## src/hdl/mdspi_pkg.sv

```systemverilog
package mdspi_pkg;

  // ==========================================================
  // Command word layout
  localparam int unsigned WORD_W    = 16;
  localparam int unsigned CMD_WR_BIT = 15;
  localparam int unsigned SEL_HI    = 14;
  localparam int unsigned SEL_LO    = 13;
  localparam int unsigned CNT_W     = 4;

  // ==========================================================
  // Register selects
  typedef enum logic [1:0] {
    MDSPI_SEL_IDENT  = 2'b00,
    MDSPI_SEL_STATUS = 2'b01,
    MDSPI_SEL_MASK   = 2'b10,
    MDSPI_SEL_CONFIG = 2'b11
  } mdspi_sel_t;

  // ==========================================================
  // Status and mask bit positions
  localparam int unsigned FAULT_W      = 12;
  localparam int unsigned DET_W        = 11;
  localparam int unsigned ST_FRAMING   = 11;
  localparam int unsigned ST_THERM_WRN = 1;
  localparam int unsigned MASK_HSPOFF  = 12;

  // ==========================================================
  // Configuration bit positions
  localparam int unsigned CF_LOAD_CHK  = 12;
  localparam int unsigned CF_THERM_MGT = 11;
  localparam int unsigned CF_ACT_LIM   = 10;
  localparam int unsigned CF_CURRENT_LIMIT_SELECT_HI   = 9;
  localparam int unsigned CF_CURRENT_LIMIT_SELECT_LO   = 8;
  localparam int unsigned CF_SLEW_HI   = 7;
  localparam int unsigned CF_SLEW_LO   = 5;
  localparam int unsigned CF_OUT_EN    = 4;
  localparam int unsigned CF_HBRIDGE   = 3;
  localparam int unsigned CF_VIRT_SEL  = 2;
  localparam int unsigned CF_VIRT_B    = 1;
  localparam int unsigned CF_VIRT_A    = 0;

  // ==========================================================
  // Reset values
  localparam logic [12:0] MASK_RST   = 13'h06F1;
  localparam logic [12:0] CONFIG_RST = 13'h0D98;
  localparam logic [11:0] STATUS_RST = 12'h000;

  // ==========================================================
  // Commands presented to the driver stage
  typedef struct packed {
    logic       outputs_enable;
    logic       bridge_mode;
    logic       drive_a;
    logic       drive_b;
    logic [1:0] current_limit_select;
    logic [2:0] slew_select;
    logic       active_current_limit;
    logic       high_supply_protect;
    logic       load_check_enable;
    logic       load_check_start;
    logic       fast_blanking;
  } mdspi_drive_t;

  // Serial pin group
  typedef struct packed {
    logic sclk;
    logic cs_n;
    logic mosi;
  } mdspi_serial_t;

endpackage

```

## src/hdl/mdspi_regs.sv

```systemverilog
// Functional notes
// - Command bit 15 high means write.
// - Bits 14:13 pick ident, status, mask, config.
// - Fault bits latch when detected, hold.
// - Clear only faults no longer present.
// - Shutoff pin falling edge clears inactive faults.
// - Wake pin rising edge clears inactive faults.
// - Status write of one clears inactive faults.
// - Bad clock count ignores frame, flags framing.
// - Write to identification is a framing error.
// - Identification reads zeros plus revision, id bit.
// - Status bits 11:0 hold the listed faults.
// - Status fault bits read zero without faults.
// - Masked active faults drive fault flag low.
// - Mask bit 12 makes overvoltage warning only.
// - Load check enable, test on rising write.
// - Thermal management gates fast blanking.
// - Active current limit enable bit.
// - Output enable bit gates drive outputs.
// - Config bit 3 selects full or half bridge.
// - Config bit 2 selects virtual or pin drive.
// - Virtual bits act as drive pins.
// - Half bridge drops limit, load check, protection.
// - MSB first, sample falling, shift rising.
// - Reply is register chosen by prior command.
// - First reply after wake is status.
// - Read commands ignore low content bits.
module mdspi_regs #(
  parameter logic [3:0] REVISION  = 4'h1, // Arbitrary value
  parameter logic       DEVICE_ID = 1'b0  // Arbitrary value
) (
  // Clock and reset
  input  wire logic                    ref_clk,
  input  wire logic                    rst_n,
  // Serial link pins
  input  wire mdspi_pkg::mdspi_serial_t serial_in,
  output logic                         spi_miso_o,
  output logic                         spi_miso_oe_n,
  // Control pins
  input  wire logic                    wake_pin,
  input  wire logic                    shutoff_pin,
  input  wire logic                    drive_pin_a,
  input  wire logic                    drive_pin_b,
  // Fault detectors, bits 10:0 of status order
  input  wire logic [10:0]             fault_detect,
  // Driver stage
  output logic                         fault_flag_n,
  output mdspi_pkg::mdspi_drive_t      drive
);

  // ==========================================================
  // State
  typedef struct packed {
    logic [2:0]           sclk_s;
    logic [2:0]           cs_s;
    logic [1:0]           mosi_s;
    logic [2:0]           wake_s;
    logic [2:0]           shut_s;
    logic [1:0]           pin_a_s;
    logic [1:0]           pin_b_s;
    logic [1:0][10:0]     det_s;
    logic [15:0]          rx;
    logic [15:0]          tx;
    logic [3:0]           cnt;
    logic                 seen;
    mdspi_pkg::mdspi_sel_t sel;
    logic [11:0]          status;
    logic [12:0]          mask;
    logic [12:0]          cfg;
    logic                 flag_n;
    mdspi_pkg::mdspi_drive_t drv;
  } mdspi_state_t;

  mdspi_state_t st_q;
  mdspi_state_t st_d;

  logic [11:0] cond;
  logic [11:0] clr;
  logic        frm_set;
  logic        sclk_rise;
  logic        sclk_fall;
  logic        cs_fall;
  logic        cs_rise;
  logic        hbridge;
  logic [15:0] cmd;
  logic [15:0] reply;

  always_comb
  begin
    st_d = st_q;
    // Two-stage sync; only stage two and later are looked at
    st_d.sclk_s  = {st_q.sclk_s[1:0], serial_in.sclk};
    st_d.cs_s    = {st_q.cs_s[1:0], serial_in.cs_n};
    st_d.mosi_s  = {st_q.mosi_s[0], serial_in.mosi};
    st_d.wake_s  = {st_q.wake_s[1:0], wake_pin};
    st_d.shut_s  = {st_q.shut_s[1:0], shutoff_pin};
    st_d.pin_a_s = {st_q.pin_a_s[0], drive_pin_a};
    st_d.pin_b_s = {st_q.pin_b_s[0], drive_pin_b};
    st_d.det_s   = {st_q.det_s[0], fault_detect};

    sclk_rise = st_q.sclk_s[1] & ~st_q.sclk_s[2];
    sclk_fall = ~st_q.sclk_s[1] & st_q.sclk_s[2];
    cs_fall   = ~st_q.cs_s[1] & st_q.cs_s[2];
    cs_rise   = st_q.cs_s[1] & ~st_q.cs_s[2];
    cond      = {1'b0, st_q.det_s[1]};
    cmd       = st_q.rx;
    clr       = 12'h000;
    frm_set   = 1'b0;

    // Reply word carries its select in bits 14:13
    unique case (st_q.sel)
      mdspi_pkg::MDSPI_SEL_IDENT:
        reply = {11'h000, DEVICE_ID, REVISION};
      mdspi_pkg::MDSPI_SEL_STATUS:
        reply = {1'b0, st_q.sel, 1'b0, st_q.status};
      mdspi_pkg::MDSPI_SEL_MASK:
        reply = {1'b0, st_q.sel, st_q.mask};
      mdspi_pkg::MDSPI_SEL_CONFIG:
        reply = {1'b0, st_q.sel, st_q.cfg};
    endcase

    // ==========================================================
    // Serial shifting
    if (cs_fall)
    begin
      st_d.tx   = reply;
      st_d.cnt  = 4'h0;
      st_d.seen = 1'b0;
    end
    else if (!st_q.cs_s[1])
    begin
      if (sclk_fall)
      begin
        // Keeps last sixteen bits, so longer daisy chains work
        st_d.rx   = {st_q.rx[14:0], st_q.mosi_s[1]};
        st_d.cnt  = st_q.cnt + 4'h1;
        st_d.seen = 1'b1;
      end
      if (sclk_rise && st_q.seen)
        st_d.tx = {st_q.tx[14:0], st_q.rx[0]};
    end

    // ==========================================================
    // Frame end decode
    if (cs_rise)
    begin
      if (!st_q.seen || st_q.cnt != 4'h0)
        frm_set = 1'b1;
      else if (cmd[mdspi_pkg::CMD_WR_BIT])
      begin
        unique case (mdspi_sel_e(cmd))
          mdspi_pkg::MDSPI_SEL_IDENT:
            frm_set = 1'b1;
          mdspi_pkg::MDSPI_SEL_STATUS:
          begin
            clr = cmd[11:0];
            st_d.sel = mdspi_pkg::MDSPI_SEL_STATUS;
          end
          mdspi_pkg::MDSPI_SEL_MASK:
          begin
            st_d.mask = cmd[12:0];
            st_d.sel  = mdspi_pkg::MDSPI_SEL_MASK;
          end
          mdspi_pkg::MDSPI_SEL_CONFIG:
          begin
            st_d.cfg = cmd[12:0];
            st_d.sel = mdspi_pkg::MDSPI_SEL_CONFIG;
          end
        endcase
      end
      else
        st_d.sel = mdspi_sel_e(cmd);
    end

    // ==========================================================
    // Fault latching and clearing
    if (st_q.shut_s[2] && !st_q.shut_s[1])
      clr = 12'hFFF;
    if (st_q.wake_s[1] && !st_q.wake_s[2])
    begin
      clr      = 12'hFFF;
      st_d.sel = mdspi_pkg::MDSPI_SEL_STATUS;
    end
    // New detections win over a clear in the same cycle
    st_d.status = (st_q.status & ~(clr & ~cond)) | cond;
    if (frm_set)
      st_d.status[mdspi_pkg::ST_FRAMING] = 1'b1;

    // ==========================================================
    // Outputs
    hbridge = st_q.cfg[mdspi_pkg::CF_HBRIDGE];
    st_d.flag_n = ~|(st_q.status & st_q.mask[11:0]);
    st_d.drv.bridge_mode = hbridge;
    st_d.drv.outputs_enable = st_q.cfg[mdspi_pkg::CF_OUT_EN]
                              & st_q.wake_s[1] & ~st_q.shut_s[1];
    if (st_q.cfg[mdspi_pkg::CF_VIRT_SEL])
    begin
      st_d.drv.drive_a = st_q.cfg[mdspi_pkg::CF_VIRT_A];
      st_d.drv.drive_b = st_q.cfg[mdspi_pkg::CF_VIRT_B];
    end
    else
    begin
      st_d.drv.drive_a = st_q.pin_a_s[1];
      st_d.drv.drive_b = st_q.pin_b_s[1];
    end
    st_d.drv.current_limit_select =
      st_q.cfg[mdspi_pkg::CF_CURRENT_LIMIT_SELECT_HI:mdspi_pkg::CF_CURRENT_LIMIT_SELECT_LO];
    st_d.drv.slew_select =
      st_q.cfg[mdspi_pkg::CF_SLEW_HI:mdspi_pkg::CF_SLEW_LO];
    st_d.drv.active_current_limit =
      st_q.cfg[mdspi_pkg::CF_ACT_LIM] & hbridge;
    st_d.drv.high_supply_protect =
      ~st_q.mask[mdspi_pkg::MASK_HSPOFF] & hbridge;
    st_d.drv.load_check_enable =
      st_q.cfg[mdspi_pkg::CF_LOAD_CHK] & hbridge;
    st_d.drv.load_check_start = hbridge
      & st_d.cfg[mdspi_pkg::CF_LOAD_CHK]
      & ~st_q.cfg[mdspi_pkg::CF_LOAD_CHK];
    // Without thermal management blanking stays at slowest
    st_d.drv.fast_blanking = st_q.cfg[mdspi_pkg::CF_THERM_MGT]
      & cond[mdspi_pkg::ST_THERM_WRN];
  end

  function automatic mdspi_pkg::mdspi_sel_t mdspi_sel_e(input logic [15:0] w);
    mdspi_sel_e = mdspi_pkg::mdspi_sel_t'(w[mdspi_pkg::SEL_HI:mdspi_pkg::SEL_LO]);
  endfunction

  always_ff @(posedge ref_clk or negedge rst_n)
  begin
    if (!rst_n)
    begin
      st_q        <= '0;
      st_q.sclk_s <= 3'h0;
      st_q.cs_s   <= 3'h7;
      st_q.shut_s <= 3'h0;
      st_q.sel    <= mdspi_pkg::MDSPI_SEL_STATUS;
      st_q.status <= mdspi_pkg::STATUS_RST;
      st_q.mask   <= mdspi_pkg::MASK_RST;
      st_q.cfg    <= mdspi_pkg::CONFIG_RST;
      st_q.flag_n <= 1'b1;
    end
    else
      st_q <= st_d;
  end

  assign spi_miso_o    = st_q.tx[15];
  assign spi_miso_oe_n = st_q.cs_s[1];
  assign fault_flag_n  = st_q.flag_n;
  assign drive         = st_q.drv;

endmodule // mdspi_regs

```

## config.mk

```make
export PLATFORM = sky130hd
export DESIGN_NAME = mdspi_regs
export DESIGN_NICKNAME = d
export VERILOG_FILES = /design/src/hdl/mdspi_pkg.sv /design/src/hdl/mdspi_regs.sv
export SDC_FILE = /design/constraint.sdc
export NUM_CORES = 1
export LEC_CHECK = 0
export ABC_AREA = 1
export BUFFER_PORTS_ARGS = -buffer_cell sky130_fd_sc_hd__buf_2
export CORE_MARGIN = 8
export CORE_UTILIZATION = 40
export DETAILED_ROUTE_END_ITERATION = 6
export PLACE_DENSITY_LB_ADDON = 0.15
export SYNTH_ARGS = -nofsm -noshare
export SYNTH_HDL_FRONTEND = slang
export SYNTH_SLANG_ARGS = --single-unit
```

## constraint.sdc

```tcl
create_clock -name ref_clk -period 2 [get_ports ref_clk]
set_input_delay 0.6 -clock ref_clk [delete_from_list [all_inputs] [get_ports ref_clk]]
set_output_delay 0.6 -clock ref_clk [all_outputs]
set_load 0.02 [all_outputs]
```

* Yosys cells after proc, flatten, opt, wreduce, memory -nomap -nowiden
Cells that the tools add are included.
** Word-level totals
- Logic and storage cells :: 114
- Output and inout bits :: 17
- Bits in registers :: 132
- Input port bits :: 20
** Operators by class
- $add $sub $neg :: 1
- Bitwise gates (word level) :: 27
- Muxes and demuxes :: 26
- Reductions and logical operators :: 21
- Eq/ne operators :: 9
** Operator list (count)
- 12-bit two-way mux :: 6
- 16-bit one-hot mux with 4 select lines :: 1
- 13-bit two-way mux :: 4
- 21-bit two-way mux :: 2
- 12-bit AND :: 3
- 16-bit two-way mux :: 1
- 1-bit AND :: 12
- 11-bit inverter with 12-bit output :: 1
- 12-bit inverter :: 1
- 12-bit by 11-bit OR with 12-bit output :: 1
- 12-bit OR reduction :: 1
- 2-bit two-way mux :: 5
- 1-bit inverter :: 9
- 2-bit equality test, second input constant :: 4
- 4-bit AND reduction :: 2
- 2-bit one-hot mux with 3 select lines :: 1
- 3-bit AND reduction :: 2
- 2-bit nonzero test :: 3
- 1-bit two-way mux :: 5
- 5-bit two-way mux :: 1
- 5-bit by 1-bit inequality test with 1-bit output, second input constant :: 1
- 4-bit by 1-bit adder with 4-bit output, second input constant :: 1
- 2-bit by 1-bit equality test with 1-bit output, second input constant :: 2
- 1-bit zero test :: 4
- other kinds (6) :: 11

* Longest topological paths before layout
- Word-level depth :: 12
- Mapped depth :: 10
- Depth with buffers taken out :: 9

* Worst setup path before layout
OpenSTA, ideal clock, no wires.
- Path kind :: reg-to-reg
- Start :: register st_q, in the netlist spi_miso_oe_n
- End :: register st_q[31] (netlist bit)
- Path slack :: 549 ps
- Setup time :: 116 ps
- Path buffers :: 1
- Clock period less this slack :: 1451 ps
- Stages on the path, launching flop included :: 9
- Data required time :: 1884 ps
- Arrival :: 1335 ps
- Cell sequence :: dfstp_2 inv_2 nor2_4 nand3_2 inv_2 nand2_2 buf_2 nand2_1 nand2_1
** On the way
- Word-level cells in the longest chain between the ends :: 2
** RTL lines
- from (decl) :: RTL line mdspi_regs.sv:74 : mdspi_state_t st_q;
- from (signal assigned) :: RTL line mdspi_regs.sv:243 : st_q <= st_d;
- 1-bit AND :: RTL line mdspi_regs.sv:104 : cs_rise = st_q.cs_s[1] & ~st_q.cs_s[2];
- 4-bit AND reduction (no source line)
No other way between the ends.
A chain may end at the register's enable or synchronous reset.

* Worst setup path after layout
- Start :: register st_q, in the netlist spi_miso_oe_n
- End :: output port spi_miso_oe_n
** RTL lines
- to (decl) :: RTL line mdspi_regs.sv:38 : output logic spi_miso_oe_n,
No word-level cell between the ends.

==> PnR_summary.wiki <==
{| class="wikitable"
! Metric !! Value
|-
| Clock buffer count from CTS || 17
|-
| Count of H-tree levels built during CTS || 4
|-
| Critical Path Fanout Max || 4
|-
| Final number of max-transition violations || 0
|-
| CP cell instances || buf_2
|-
| Height of the chip || 132 µm
|-
| Number of distinct standard cells referenced by the synthesized netlist || 25
|-
| Area of the mapped netlist || 5340 µm²
|-
| Most used standard cells in the synthesized netlist || 177 x sky130_fd_sc_hd__nand2_1, 114 x sky130_fd_sc_hd__dfrtp_1, 79 x sky130_fd_sc_hd__nand3_1
|-
| Max-capacitance violation count || 0
|-
| Status || complete, no violations
|-
| Layout Nets || roughly 630
|-
| Die Wd || between 100 and 150 µm
|-
| Slack of the worst reg-to-reg path || 0.39 ns
|-
| Count of state elements after synthesis || between 100 and 150
|-
| DRC marker count from the first detailed-route iteration || 358
|-
| Starting density of the core || 0.407
|-
| Total power || around 7.1 mW
|-
| Clock period minus worst slack || 1.75 ns
|-
| Family with the most delay on the worst path || flip-flops
|-
| CTS-repair resized insts || 0
|-
| Most area-hungry cell type in the Yosys netlist || sky130_fd_sc_hd__dfrtp_1
|-
| WL per Instance || 14.9 µm
|-
| Arrival time of data at the critical path endpoint || 1.15 ns
|-
| Worst path max stage delay || 0.56 ns
|-
| Final sum of negative setup slack || 0 ns
|-
| Number of cells produced by synthesis || a little under 600
|-
| Detailed-routing iteration count for the pre-antenna-repair pass || 4
|-
| Pwr dens || 1110 nW/µm²
|-
| Final antenna-violating net count || 0
|-
| Rel. slew slack || 0.649
|-
| Total GRT Usage || 0.148
|-
| Die footprint || 17300 µm²
|-
| Worst path buffer plus inverter count || 1
|-
| Number of enable flip-flop cells after synthesis || 0
|-
| Kind of end point of the critical path || output pin
|-
| Wire length of the first global-routing pass || 20.2 mm
|-
| Type of the worst setup path || flop to output pin
|-
| Layout cell share with drive strength beyond 1 || 0.186
|-
| Share of synthesized flip-flops with an asynchronous set or reset || 1.00
|-
| Worst setup skew after layout || between 0.005 and 0.006 ns
|-
| Sum of net half-perimeters after detailed placement || roughly 8.2 mm
|-
| Slew at the pin with the worst max-slew slack || 0.526 ns
|-
| Utilization after layout || 0.487
|-
| Clock tree root buffer cell || sky130_fd_sc_hd__clkbuf_16
|-
| Total I/O pin count || 37
|-
| Clock-pin transition on the worst setup and hold timing paths || 0.06 ns
|-
| Synth area leaders || sky130_fd_sc_hd__dfrtp_1 53%, sky130_fd_sc_hd__nand2_1 12%, sky130_fd_sc_hd__dfstp_2 8.9%
|-
| Placer's final routability congestion estimate || around 0.82
|-
| DRC violations left || 0
|-
| Standard-cell row count || 42
|-
| Worst min path class || primary input to asynchronous set/reset pin
|-
| Total inserted antenna cells || 0
|-
| Cells after DPL || about 770
|-
| Number of warnings issued by yosys || 0
|-
| Layout area overhead || 19.7%
|-
| Number of post-CTS setup repair buffers || 0
|-
| Min Hold Slack || 0.175 ns
|-
| Vias in the first global route || ~3900
|-
| Clock sink count || 132
|-
| CTS Hold Buffers Added || 0
|-
| Nature of the critical path startpoint || flop
|-
| Syn_nets || 600
|-
| Clock tree from TritonCTS || yes
|-
| Pin count of the biggest net entering global routing || 60
|-
| Most frequently used flop master after synthesis || sky130_fd_sc_hd__dfrtp_1
|-
| Leakage component of the power || 3.22 nW
|-
| Final period utilization || 0.874
|-
| Seq/Total Area, Yosys || 0.622
|-
| Antenna violations before repair || 0
|-
| Slowest cell on the critical path || sky130_fd_sc_hd__dfstp_2
|-
| Final hold viol count || 0
|-
| IO buf count || 36
|-
| Unrepaired setup endpoints after global routing || false
|-
| Mean instance size in the synthesized netlist || 9.25 µm²
|-
| Setup violation total in the final timing report || 0
|-
| Worst EP required || 1.40 ns
|-
| Latest clock arrival within the worst-skew pair || 0.42 ns
|-
| Number of vias after detailed routing || ~3900
|-
| Area fraction of the dominant cell type after synthesis || 0.534
|-
| Area of the core region || approximately 13000 µm²
|-
| Worst IR drop on VDD || 599 µV
|-
| Post-route insts no fill || between 700 and 800
|-
| Remaining global-route overflow || 0
|-
| Maximum frequency from static timing analysis || approximately 0.57 GHz
|-
| Total routed wirelength || 11.9 mm
|-
| Max clock buf depth || 2
|-
| Vias per std cell || 4.83
|-
| Most common cell in the netlist || sky130_fd_sc_hd__nand2_1
|}
==> layout make-up <==
type,instances,area [µm²]
sequential,132,3330
inverter,48,180
multi-input combinational,359,1610
fill,1230,6740
timing repair buffer,52,340
tap,176,220
clock buffer,21,480
clock inverter,11,244
==> metal layers <==
metal	global-route usage	part of all wire
met5	0	0
met4	0.0651	0.020
met3	0.0484	0.052
met2	0.229	0.48
met1	0.187	0.44
==> sequential cells by signal (all words and copies together) (netlist names) <==
register	count
st_d	26
cmd	16
spi_miso_o	1
st_q	61
cond	11
spi_miso_oe_n	1
hbridge	1
drive	14
fault_flag_n	1
==> logic make-up (layout without fill, tap and decap cells) <==
kind of cell,after synthesis,in the layout,synth area share
AOI/OAI and AO/OA,51,51,0.0478
xor gates and xnor gates,1,1,0.00164
adders and majority gates,2,2,0.00468
buffers and inverters,87,132,0.0768
DFF,132,132,0.622
muxes,2,2,0.00421
and+or+nand+nor,303,303,0.243
==> placed cells by master (no fill, tap or decap), drive strengths merged <==
cell type / instances
nor2: 33
nand4: 5
dfstp: 18
clkinvlp: 1
mux2: 2
inv: 49
o21ai: 38
a21oi: 13
clkinv: 2
clkbuf: 21
ha: 2
buf: 52
bufinv: 7
nand3: 80
xnor2: 1
or2: 2
nor3: 4
dfrtp: 114
nand2: 179
==> final timing paths <==
| check | start | end | cells past startpoint |
|---|---|---|---|
| min in group ref_clk | fault_detect[1] | st_d[104] | 1 |
| hold / removal | rst_n | st_d[125] | 2 |
| setup reg to reg | st_q[128] | st_q[72] | 5 |
| max in group asynchronous | rst_n | st_q[33] | 2 |
| setup / recovery | spi_miso_oe_n | spi_miso_oe_n | 1 |
| hold reg to reg | st_d[108] | cond[5] | 0 |
==> report_power, final <==
| part | internal (mW) | leakage (nW) | switching (mW) | total [mW] |
|---|---|---|---|---|
| combinational | 0.144 | 1.25 | 0.263 | 0.407 |
| sequential | 2.83 | 1.61 | 0.124 | 2.95 |
| clock | 2.60 | 0.350 | 1.14 | 3.74 |
| total | 5.57 | 3.22 | 1.53 | 7.10 |
==> through the flow <==
stage	cell area, µm²	setup WS, ns
global placement	5670	0.356
finish	6400	0.251
floorplan	5340	0.549
CTS	6400	0.221
global route	6400	0.198
detailed placement	5670	0.365
Power figures use the tool's default switching activity.
